==> config.mk <==
export PLATFORM = sky130hd
export DESIGN_NAME = quad_counter
export DESIGN_NICKNAME = d
export VERILOG_FILES = /design/src/rtl/quad_count_pkg.sv /design/src/rtl/quad_counter.sv
export SDC_FILE = /design/constraint.sdc
export NUM_CORES = 1
export LEC_CHECK = 0
export BUFFER_PORTS_ARGS = -buffer_cell sky130_fd_sc_hd__buf_2
export CAP_MARGIN = 20
export CORE_AREA = 8 8 177 179
export CTS_CLUSTER_SIZE = 12
export DETAILED_ROUTE_END_ITERATION = 10
export DIE_AREA = 0 0 185 187
export GPL_ROUTABILITY_DRIVEN = 0
export PLACE_DENSITY = 0.7
export SLEW_MARGIN = 20
export SYNTH_ARGS = -nofsm -noshare
export SYNTH_HDL_FRONTEND = slang
export SYNTH_SLANG_ARGS = --single-unit
==> constraint.sdc <==
create_clock -name clock_i -period 3.6 [get_ports clock_i]
set_input_delay 0.18 -clock clock_i [delete_from_list [all_inputs] [get_ports clock_i]]
set_output_delay 0.18 -clock clock_i [all_outputs]
set_load 0.02 [all_outputs]
==> src/rtl/quad_count_pkg.sv <==
// Purpose: constants and carriers for the four-channel quadrature counter
// Assumes: 125 MHz clock, 8-byte register window addressed by a 3-bit offset
// Notes: busy time and edge-rate limit are derived from the clock rate
package quad_count_pkg;
   localparam int          NUM_CH           = 4;
   localparam int          CLOCK_KHZ        = 125000;
   localparam logic [2:0]  OFS_COUNT_B0     = 3'h0;
   localparam logic [2:0]  OFS_COUNT_B3     = 3'h3;
   localparam logic [2:0]  OFS_ENABLE       = 3'h4;
   localparam logic [2:0]  OFS_INDEX        = 3'h5;
   localparam logic [2:0]  OFS_COMMAND      = 3'h6;
   localparam logic [2:0]  OFS_INDEX_ALT    = 3'h7;
   localparam int          BIT_SEL_LO       = 0;
   localparam int          BIT_SEL_HI       = 1;
   localparam int          BIT_READ         = 2;
   localparam int          BIT_CLEAR_ONE    = 3;
   localparam int          BIT_CLEAR_EVERY  = 4;
   localparam int          BIT_LED          = 5;
   localparam int          BIT_PENDING      = 7;
   localparam int          BUSY_NS          = 3000;
   localparam int          BUSY_CYCLES      = (BUSY_NS * CLOCK_KHZ + 999999) / 1000000;
   localparam int          EDGE_RATE_KHZ    = 1500;
   localparam int          EDGE_GAP_CYCLES  = (CLOCK_KHZ + EDGE_RATE_KHZ - 1) / EDGE_RATE_KHZ;
   localparam int          TIMEBASE_KHZ     = 500;
   localparam int          TIMEBASE_CYCLES  = CLOCK_KHZ / TIMEBASE_KHZ;
   localparam logic [3:0]  ENABLE_RESET     = 4'h0;
   localparam logic [31:0] COUNT_RESET      = 32'h0000_0000;

   typedef struct packed {
      logic [2:0] ofs;
      logic [7:0] data;
      logic       wr;
      logic       rd;
   } host_req_s;

   typedef struct packed {
      logic [NUM_CH-1:0] phase_a;
      logic [NUM_CH-1:0] phase_b;
      logic [NUM_CH-1:0] index;
   } encoder_pins_s;

   typedef enum logic [1:0] {CMD_IDLE, CMD_RUN} cmd_state_e;
endpackage

==> src/rtl/quad_counter.sv <==
// Purpose: four 32-bit quadrature counters with index-armed enables and host byte registers
// Assumes: encoder pins and jumpers asynchronous; host strobes are one-cycle, synchronous
// Notes: counts are sampled into a latch on a read command; busy spans the command time
`timescale 1ns/10ps
// Notes on behaviour
// - latched count bytes at offsets zero to three
// - latch holds until next read command
// - enable flop: software set/clear, index sets
// - primed channel starts on index at phase 00
// - software clear ignored while index active
// - index changes after enable have no effect
// - offset four: enables bits 0-3, busy bit 7
// - newly enabled decoder waits for phases 00
// - offset five: live active-high index, busy
// - timebase mode: channel three counts 500 kHz
// - timebase mode ignores enable and index three
// - edges limited to 1.5 million per second
// - command bits: select, read, clear, all, led
// - read or clear sets busy until done
// - busy on bit seven of offsets four to seven
// - polarity jumper sets index active level
module quad_counter
   import quad_count_pkg::*;
(
   input  wire logic          clock_i,
   input  wire logic          srst_i,
   input  wire host_req_s     host_i,
   input  wire encoder_pins_s pins_i,
   input  wire logic          timebase_mode_jumper_i,
   input  wire logic          index_polarity_jumper_i,
   output logic [7:0]         rdata_o,
   output logic               led_o
);
   // three-stage synchronisers; stage two and three must agree
   localparam int NSYNC = 3 * NUM_CH + 2;
   logic [NSYNC-1:0] s1, s2, s3, clean;
   logic [NSYNC-1:0] next_clean;
   always_ff @(posedge clock_i) begin
      s1    <= {timebase_mode_jumper_i, index_polarity_jumper_i, pins_i.index, pins_i.phase_b, pins_i.phase_a};
      s2    <= s1;
      s3    <= s2;
      clean <= next_clean;
   end
   always_comb begin
      for (int i = 0; i < NSYNC; i++) begin
         next_clean[i] = (s2[i] == s3[i]) ? s3[i] : clean[i];
      end
   end
   logic [NUM_CH-1:0] pa, pb, idx_raw, idx_act;
   logic              pol_high, tb_mode;
   assign pa       = clean[NUM_CH-1:0];
   assign pb       = clean[2*NUM_CH-1:NUM_CH];
   assign idx_raw  = clean[3*NUM_CH-1:2*NUM_CH];
   assign pol_high = clean[3*NUM_CH];
   assign tb_mode  = clean[3*NUM_CH+1];
   assign idx_act  = pol_high ? idx_raw : ~idx_raw;

   // command sequencer
   cmd_state_e        state, next_state;
   logic [15:0]       busy_cnt, next_busy_cnt;
   logic [2:0]        cmd, next_cmd;
   logic [1:0]        sel, next_sel;
   logic              led, next_led;
   logic              busy;
   logic              do_latch, do_clear_one, do_clear_all;
   logic              cmd_wr;
   assign cmd_wr = host_i.wr && host_i.ofs == OFS_COMMAND;
   assign busy   = (state == CMD_RUN);
   always_comb begin
      next_state    = state;
      next_busy_cnt = busy_cnt;
      next_cmd      = cmd;
      next_sel      = sel;
      next_led      = led;
      do_latch      = 1'b0;
      do_clear_one  = 1'b0;
      do_clear_all  = 1'b0;
      if (cmd_wr) begin
         next_led = host_i.data[BIT_LED];
      end
      case (state)
         CMD_IDLE: begin
            if (cmd_wr && (host_i.data[BIT_READ] || host_i.data[BIT_CLEAR_ONE] || host_i.data[BIT_CLEAR_EVERY])) begin
               next_state    = CMD_RUN;
               next_busy_cnt = 16'(BUSY_CYCLES - 1);
               next_cmd      = {host_i.data[BIT_CLEAR_EVERY], host_i.data[BIT_CLEAR_ONE], host_i.data[BIT_READ]};
               next_sel      = {host_i.data[BIT_SEL_HI], host_i.data[BIT_SEL_LO]};
            end
         end
         CMD_RUN: begin
            if (busy_cnt == 16'h0000) begin
               next_state   = CMD_IDLE;
               do_latch     = cmd[0];
               do_clear_one = cmd[1];
               do_clear_all = cmd[2];
            end else begin
               next_busy_cnt = busy_cnt - 16'h0001;
            end
         end
         default: next_state = CMD_IDLE;
      endcase
   end
   always_ff @(posedge clock_i) begin
      if (srst_i) begin
         state    <= CMD_IDLE;
         busy_cnt <= 16'h0000;
         cmd      <= 3'h0;
         sel      <= 2'h0;
         led      <= 1'b0;
      end else begin
         state    <= next_state;
         busy_cnt <= next_busy_cnt;
         cmd      <= next_cmd;
         sel      <= next_sel;
         led      <= next_led;
      end
   end

   // edge-rate pacing shared by all channels and 500 kHz timebase tick
   logic [7:0] gap, next_gap, tb, next_tb;
   logic       slot, tick;
   assign slot = (gap == 8'h00);
   assign tick = (tb == 8'h00);
   always_comb begin
      next_gap = slot ? 8'(EDGE_GAP_CYCLES - 1) : gap - 8'h01;
      next_tb  = tick ? 8'(TIMEBASE_CYCLES - 1) : tb - 8'h01;
   end
   always_ff @(posedge clock_i) begin
      if (srst_i) begin
         gap <= 8'h00;
         tb  <= 8'h00;
      end else begin
         gap <= next_gap;
         tb  <= next_tb;
      end
   end

   // per-channel enable, decoder and counter
   logic [31:0]       count [NUM_CH];
   logic [31:0]       next_count [NUM_CH];
   logic [NUM_CH-1:0] enable, next_enable, armed, next_armed;
   logic [NUM_CH-1:0] last_a, last_b, next_last_a, next_last_b;
   logic              en_wr;
   assign en_wr = host_i.wr && host_i.ofs == OFS_ENABLE;
   for (genvar c = 0; c < NUM_CH; c++) begin : g_ch
      logic timebase;
      assign timebase = tb_mode && (c == NUM_CH - 1);
      always_comb begin
         next_enable[c] = enable[c];
         if (en_wr && !idx_act[c]) begin
            next_enable[c] = host_i.data[c];
         end
         if (idx_act[c]) begin
            next_enable[c] = 1'b1;
         end
         next_armed[c]  = armed[c];
         next_last_a[c] = last_a[c];
         next_last_b[c] = last_b[c];
         next_count[c]  = count[c];
         if (!enable[c]) begin
            next_armed[c] = 1'b0;
         end else if (!armed[c]) begin
            if (!pa[c] && !pb[c]) begin
               next_armed[c]  = 1'b1;
               next_last_a[c] = 1'b0;
               next_last_b[c] = 1'b0;
            end
         end else if (slot && (pa[c] != last_a[c] || pb[c] != last_b[c])) begin
            next_last_a[c] = pa[c];
            next_last_b[c] = pb[c];
            if ((pa[c] != last_a[c]) && (pb[c] != last_b[c])) begin
               next_count[c] = count[c];
            end else if ((pa[c] ^ last_b[c]) == 1'b1 && pa[c] != last_a[c]) begin
               next_count[c] = count[c] + 32'h0000_0001;
            end else if (pb[c] != last_b[c] && (pb[c] ^ last_a[c]) == 1'b0) begin
               next_count[c] = count[c] + 32'h0000_0001;
            end else begin
               next_count[c] = count[c] - 32'h0000_0001;
            end
         end
         if (timebase) begin
            next_count[c] = tick ? count[c] + 32'h0000_0001 : count[c];
         end
         if (do_clear_all || (do_clear_one && sel == 2'(c))) begin
            next_count[c] = COUNT_RESET;
         end
      end
      always_ff @(posedge clock_i) begin
         if (srst_i) begin
            enable[c] <= ENABLE_RESET[c];
            armed[c]  <= 1'b0;
            last_a[c] <= 1'b0;
            last_b[c] <= 1'b0;
            count[c]  <= COUNT_RESET;
         end else begin
            enable[c] <= next_enable[c];
            armed[c]  <= next_armed[c];
            last_a[c] <= next_last_a[c];
            last_b[c] <= next_last_b[c];
            count[c]  <= next_count[c];
         end
      end
   end

   // latch and read mux
   logic [31:0] latch, next_latch;
   logic [7:0]  next_rdata;
   always_comb begin
      next_latch = do_latch ? count[sel] : latch;
      next_rdata = 8'h00;
      if (host_i.rd) begin
         case (host_i.ofs)
            OFS_ENABLE, OFS_COMMAND:  next_rdata = {busy, 3'h0, enable};
            OFS_INDEX, OFS_INDEX_ALT: next_rdata = {busy, 3'h0, idx_act};
            default:                  next_rdata = latch[8*host_i.ofs[1:0] +: 8];
         endcase
      end
   end
   always_ff @(posedge clock_i) begin
      if (srst_i) begin
         latch   <= COUNT_RESET;
         rdata_o <= 8'h00;
         led_o   <= 1'b0;
      end else begin
         latch   <= next_latch;
         rdata_o <= next_rdata;
         led_o   <= next_led;
      end
   end
endmodule // quad_counter

==> summary.txt, run 1 <==
Floorplan
  – Overall die area: around 0.035 mm2
  – Number of placement rows: a little over 60
  – Width of the chip: 185 um
  – Core Box Area: between 0.02 and 0.03 mm2
  – Height of the die: ~190 um
  – IO Pins: 38
  – Initial core utilization: 54.2%

Finish
  – Final #Nets: between 1500 and 2000
  – Fraction of layout instances using a drive strength above 1: 11.3%
  – Area grow syn2layout: 11.5%

Synth
  – Leading post-synthesis cells by cell area: dfxtp_1 (34%), mux4_2 (5.9%), xnor2_1 (5.5%)
  – Complex-gate fraction of the synthesized area: 11.7%
  – Average size of a mapped cell: ~8.3 um2
  – Number of standard cells after synthesis: about 1800
  – Register area share after synthesis: between 30% and 40%
  – Post-synthesis sequential element count: 279
  – Share of cell area taken by muxes after synthesis: 8.14%
  – Top post-synthesis cells by count: dfxtp_1 (265), nand2_1 (188), nor2_1 (176), a21oi_1 (143), clkbuf_1 (106)
  – Largest area contributor in the netlist: dfxtp_1
  – Share of flip-flops with an asynchronous set or reset after synthesis: 0%
  – Syn nets: roughly 1900
  – Cell with the most instances after synthesis: dfxtp_1
  – Post-synthesis share of cell area spent on and, or, nand and nor gates: 29.5%
  – Share of Yosys cell area claimed by the top area cell type: 34.5%
  – Dominant combinational cell family by area after synthesis: simple AND/OR/NAND/NOR gates
  – Area of the mapped netlist: about 0.015 mm2
  – Xor/xnor share of the synthesized area: 7.91%
  – Number of distinct library cells after synthesis: 72
  – Number of synthesis warnings: 0
  – Flip-flop cell with the highest count after synthesis: dfxtp_1
  – Number of flops mapped to enable cells by yosys: 14
  – Post-synthesis share of cell area spent on full adders, half adders and majority gates: under 10%

Timing
  – Setup TNS: 0 ps
  – Final hold violations: 0
  – Worst clock skew on the final layout: 25.0 ps
  – Part of the cycle the worst path needs: a little over four fifths
  – Setup repair after global routing missed its margin: false
  – Max Clk Rate: between 300 and 400 MHz
  – Slew of the pin with the lowest slew margin: 1120 ps
  – Minimum clock period after layout: between 3000 and 4000 ps
  – Worst slew slack as a fraction of its limit: 25.2%
  – Final number of max-transition violations: 0
  – Number of setup violations in the final report: 0

Pwr
  – Overall Power: around 8.4 mW
  – Power per cell area: ~500 mW/mm2
  – Portion of total power attributed to sequential cells: 41.6%
  – Switching power summed over all nets: approximately 2.4 mW
  – Int Power: about 6 mW
  – Highest ir drop seen on vdd: between 0.4 and 0.5 mV
  – Static Leak: between 5 and 6 nW
  – Portion of total power attributed to combinational logic: 16.5%
  – Switching part of the total power: 28.2%
  – Relative contribution of the clock network to total power: a little over two fifths

Drt
  – First-iteration detailed-routing DRC count: 1899
  – Drt wl/cell: 19.6 um
  – Final wirelength: between 40000 and 50000 um
  – DRC Markers: 0
  – Via Count: ~14000
  – Remaining antenna violation count after routing: 0
  – Pre-Repair DR Iteration Count: 5
  – Average vias per placed instance: about 6.4

CTS
  – H-tree level count: 2
  – Number of CTS-inserted buffers: 34
  – CTS tree: yes
  – Number of clock sinks seen by CTS: 279
  – Count of buffers added by post-CTS timing repair for setup: 0
  – Skew-Pair Late Insertion Delay: between 500 and 600 ps
  – Number of buffers on the longest clock path: 3
  – Root buffer selected by CTS: clkbuf_16
  – Clock transition at the registers of the reported paths: about 60 ps

Global routing
  – Via count of the first global-routing pass: 13200
  – Overall fraction of global-route tracks in use: approximately 25%
  – Met3 Resource Use GR: ~4%
  – Gr ovfl total: 0
  – Met2 layer usage reported by global route: 39.5%
  – Global-route wire length before repair: approximately 71000 um
  – Maximum number of pins on one net before global-route repair: 44
  – Most used routing layer in global routing: met2
  – Met1 routing resource usage after global routing: between 30 and 40%
  – Initial antenna violation count: 1

Placed design
  – Count of buffers inserted at the top-level ports: 35
  – DP Wirelength: a little over 30000 um

Critical path
  – Worst-path cell with the longest stage delay: or4_1
  – Worst setup path class: reg2reg
  – WP data required: roughly 4000 ps
  – Top Family by Delay on Critical Path: simple AND/OR/NAND/NOR gates
  – Worst-path maximum fanout: 14
  – Endpoint arrival time on the critical path: between 3000 and 4000 ps
  – Maximum cell stage delay along the critical path: a little under 600 ps
  – Worst setup EP type: flop
  – Startpoint types: flop
  – Ordered cell list for the critical path: inv_1 -> ha_1 -> nor3b_1 -> nand2_1 -> buf_4 -> or3_1 -> or4_1 -> a21o_1 -> a21oi_1
  – WP buf/inv: 2

Status
  – Status: finished, final reports clean

Flow run
  – Reported max-cap violation count: 0

Min path
  – Type of the worst min-delay path: in2reg
==> metal layers <==
| metal | share of wire (%) | up-vias |
|---|---|---|
| li1 | - | 6728 |
| met1 | 42 | 6768 |
| met2 | 45 | 737 |
| met3 | 8.9 | 132 |
| met4 | 3.6 | 0 |
| met5 | 0 | - |
==> area by class of cell <==
class	count	area (um2)
antenna	1	2.50
clock buffer	52	1060
clock inverter	7	108
fill	2472	11200
inverter	37	139
multi-input combinational	1390	8990
sequential	279	5730
tap	384	480
timing repair buffer	92	653
==> path summary, 6_finish.rpt <==
check / start / endpoint / slack (ps) / cells past startpoint
setup / recovery: gap[0] / count[0][24] / 560 / 9
hold / removal: host_i[12] / rdata_o[1] / 140 / 3
setup reg to reg: gap[0] / count[0][24] / 560 / 9
hold reg to reg: s1[11] / s2[11] / 320 / 0
==> power by group through the flow <==
stage	Combinational (mW)	Clock, mW	Sequential (mW)
after global routing	1.53	3.69	3.51
final	1.39	3.51	3.49
after detailed placement	1.33	0	3.55
after floorplan	1.02	0	3.46
after global placement	1.30	0	3.54
after CTS	1.36	3.55	3.48
==> what timing repair did <==
item | in CTS | in global routing
hold endpoints to repair | 22 | 0
resized for setup | 0 | 0
hold buffers | 20 | 0
==> per-stage QoR <==
step	util (%)	cells	hold slack, ps	instance area [um2]	setup WS, ps
6_report	60.4	2242	141	17200	563
5_1_grt	60.4	2241	140	17200	382
3_5_place_dp	55.6	2162	284	15800	609
4_1_cts	60.4	2241	102	17200	596
3_3_place_gp	55.6	2162	283	15800	694
2_1_floorplan	-	1847	208	15400	1090
==> cell families (layout without fill, tap and decap cells) <==
group | Yosys count | count (layout)
buffers and inverters | 178 | 188
other | 0 | 1
adder cells (fa/ha/maj) | 14 | 14
multiplexers | 74 | 74
XOR/XNOR | 139 | 139
flip-flops | 279 | 279
AND/OR/NAND/NOR | 864 | 864
AO/OA/AOI/OAI | 299 | 299
==> sequential cells by signal (all words and copies together), names as in the netlist, 8 cells and up <==
register	count
gap	8
s3	14
busy_cnt	16
clean	14
s2	14
s1	14
tb	8
rdata_o	8
latch	32
count	128
==> placed cells by master (no fill, tap or decap), drive strengths merged, types with 16 or more instances in the layout <==
master / count
a21oi: 143
and3: 20
buf: 72
clkbuf: 52
dfxtp: 265
dlygate4sd3: 20
inv: 36
mux2i: 24
mux4: 40
nand2: 188
nand2b: 21
nand3: 63
nand4: 86
nor2: 176
nor3: 88
nor3b: 16
nor4: 66
o21ai: 54
or3: 34
or4: 40
xnor2: 96
xor2: 43
==> tightest hold or removal path: stages <==
cell	delay (ps)
buf_2	200
o21ai_0	190
nor2_1	40
(Power assumes the default switching activity.)
==> inputs of run 2 (changes only) <==
==> constraint.sdc (replaced) <==
create_clock -name clock_i -period 3.2 [get_ports clock_i]
set_input_delay 0.16 -clock clock_i [delete_from_list [all_inputs] [get_ports clock_i]]
set_output_delay 0.16 -clock clock_i [all_outputs]
set_load 0.02 [all_outputs]
==> summary.txt, run 2 (synthesis gave the netlist of run 1 again) <==
Status
  – Status: finished, final reports clean

Critical path
  – Endpoint arrival time on the critical path: 3210 ps (-270 ps)
  – Worst-path maximum fanout: 17 (+3)
  – WP data required: 3650 ps (-390 ps)
  – Worst setup path class: reg2reg
  – Startpoint types: flop
  – Worst setup EP type: flop

Drt
  – Average vias per placed instance: 6.33 (-1.1%)
  – DRC Markers: 0 (unchanged)
  – Pre-Repair DR Iteration Count: 6 (+1)
  – Via Count: 14300 (-0.13%)
  – First-iteration detailed-routing DRC count: 1819 (-4.2%)
  – Drt wl/cell: 19.3 um (-1.2%)
  – Remaining antenna violation count after routing: 0 (unchanged)
  – Final wirelength: 43800 um (-0.22%)

Pwr
  – Switching part of the total power: 27.9% (-0.33 points)
  – Static Leak: 6.05 nW (+1.8%)
  – Int Power: 6.86 mW (+14%)
  – Overall Power: 9.51 mW (+13%)
  – Highest ir drop seen on vdd: 0.568 mV (+36%)
  – Portion of total power attributed to sequential cells: 41.2% (-0.4 points)
  – Portion of total power attributed to combinational logic: 16.7% (+0.2 points)
  – Relative contribution of the clock network to total power: 42.1% (+0.2 points)
  – Switching power summed over all nets: 2.66 mW (+12%)
  – Power per cell area: 549 mW/mm2 (+12%)

Finish
  – Most common library cell in the layout ignoring fill and taps: dfxtp_1
  – Multi-input combinational cell area: 0.00899 mm2 (unchanged)
  – Final #Nets: 1897 (+1.1%)
  – Fraction of layout instances using a drive strength above 1: 12.3% (+0.98 points)
  – Register ranked first by flip-flop count: count
  – Most frequent cells in the layout: dfxtp_1 (264), nand2_1 (188), nor2_1 (176), a21oi_1 (142), xnor2_1 (96)
  – Post-Route Utilization: 61.0% (+0.58 points)
  – Area grow syn2layout: 12.5%
  – Layout fillers: 2495 (+0.93%)
  – Sequential cell area in the final layout: 0.00573 mm2 (unchanged)
  – Registers with the most flip-flops: count x128, latch x32, busy_cnt x16
  – Flip-flop count of the largest register after layout: 128 (unchanged)

Floorplan
  – Overall die area: 0.0346 mm2 (unchanged)
  – Height of the die: 187 um (unchanged)
  – IO Pins: 38 (unchanged)
  – Initial core utilization: 54.2% (unchanged)
  – Number of placement rows: 62 (unchanged)
  – Core Box Area: 0.0284 mm2 (unchanged)
  – Width of the chip: 185 um (unchanged)

Timing
  – Worst setup margin: 441 ps (-121 ps)
  – Max Clk Rate: 363 MHz (+10%)
  – Final number of max-transition violations: 0 (unchanged)
  – Worst slew slack as a fraction of its limit: 28.9% (+3.7 points)
  – Slew of the pin with the lowest slew margin: 1060 ps (-64.1 ps)
  – Worst clock skew on the final layout: 15.3 ps (-9.66 ps)
  – Number of setup violations in the final report: 0 (unchanged)
  – Part of the cycle the worst path needs: 86.2% (+1.8 points)
  – Minimum clock period after layout: 2760 ps (-279 ps)
  – Final hold violations: 0 (unchanged)
  – Setup TNS: 0 ps (unchanged)
  – Setup repair after global routing missed its margin: false
  – Hold Worst Slack: 114 ps (-26.9 ps)

CTS
  – Root buffer selected by CTS: clkbuf_16
  – H-tree level count: 2 (unchanged)
  – Number of CTS-inserted buffers: 34 (unchanged)
  – Count of buffers added by post-CTS timing repair for setup: 0 (unchanged)
  – Count of cells resized by post-cts repair: 0 (unchanged)
  – Skew-Pair Late Insertion Delay: 520 ps (about the same)
  – CTS tree: yes
  – Clock transition at the registers of the reported paths: 60 ps (about the same)
  – Number of buffers on the longest clock path: 3 (unchanged)
  – Number of clock sinks seen by CTS: 279 (unchanged)
  – Quantity of hold-fixing buffers added after cts: 20 (unchanged)

Global routing
  – Maximum number of pins on one net before global-route repair: 33 (-25%)
  – Initial antenna violation count: 1 (unchanged)
  – Gr ovfl total: 0 (unchanged)
  – Overall fraction of global-route tracks in use: 24.8% (-0.12 points)
  – Global-route wire length before repair: 70600 um (about the same)
  – Via count of the first global-routing pass: 13500 (+2.4%)

Placed design
  – Placement Setup Slack: 543 ps (-65.8 ps)
  – Count of buffers inserted at the top-level ports: 35 (unchanged)
  – DP Wirelength: 31300 um (+1.2%)

Flow run
  – Reported max-cap violation count: 0 (unchanged)

Min path
  – Type of the worst min-delay path: in2reg
[run 2: cell types whose count changed in the layout (fill, tap and decap cells not counted)]
cell / delta
bufinv_16: +2
a21oi_2: +1
clkbuf_1: +2
clkbuf_8: -5
mux2i_1: +1
inv_6: +2
clkinv_2: +3
mux2i_2: -1
clkinv_8: -1
a21oi_1: -1
buf_4: +20
[run 2: layer usage]
| layer | vias up | track usage [%] | routed length [um] |
|---|---|---|---|
| met5 | - | 0 | 13 |
| met4 | 2 | 9.51 | 1580 |
| met3 | 127 | 4.27 | 3940 |
| met2 | 708 | 39.9 | 20100 |
| met1 | 6754 | 32.7 | 18100 |
| li1 | 6755 | - | - |
[run 2: worst paths after layout]
path / startpoint / endpoint / slack, ps / cells past startpoint
min: host_i[12] / rdata_o[5] / 110 / 2
max: last_a[1] / count[1][16] / 440 / 6
min reg2reg: s1[7] / s2[7] / 320 / 0
max reg2reg: last_a[1] / count[1][16] / 440 / 6
[run 2: area by class of cell]
| class | count | area share (%) |
|---|---|---|
| well taps | 384 | 2.77 |
| clock buffers | 49 | 5.76 |
| diodes | 1 | 0.0144 |
| clock inverters | 13 | 1.06 |
| flip-flops and latches | 279 | 33.1 |
| inverters | 37 | 0.802 |
| repair buffers | 112 | 4.64 |
| multi-input cells | 1390 | 51.9 |
[run 2: power groups by stage]
stage / clock network [mW] / registers [mW] / logic [mW]
CTS: 4.08 / 3.91 / 1.56
floorplan: 0 / 3.89 / 1.15
finish: 4.00 / 3.92 / 1.58
global route: 4.23 / 3.94 / 1.75
global placement: 0 / 3.98 / 1.50
detailed placement: 0 / 3.99 / 1.53
[run 2: through the flow]
step	cell area [um2]	instances
3_5_place_dp	15900	2182
2_1_floorplan	15400	1847
3_3_place_gp	15900	2182
5_1_grt	17300	2264
4_1_cts	17300	2264
6_report	17300	2265
[run 2: worst max-delay path, cell delays in order (launching register included)]
cell     delay [ps]
dfxtp_1         490
mux2_2          400
mux2_2          430
nor4_1          650
a32oi_1         230
or4_1           420
nand2_1          70
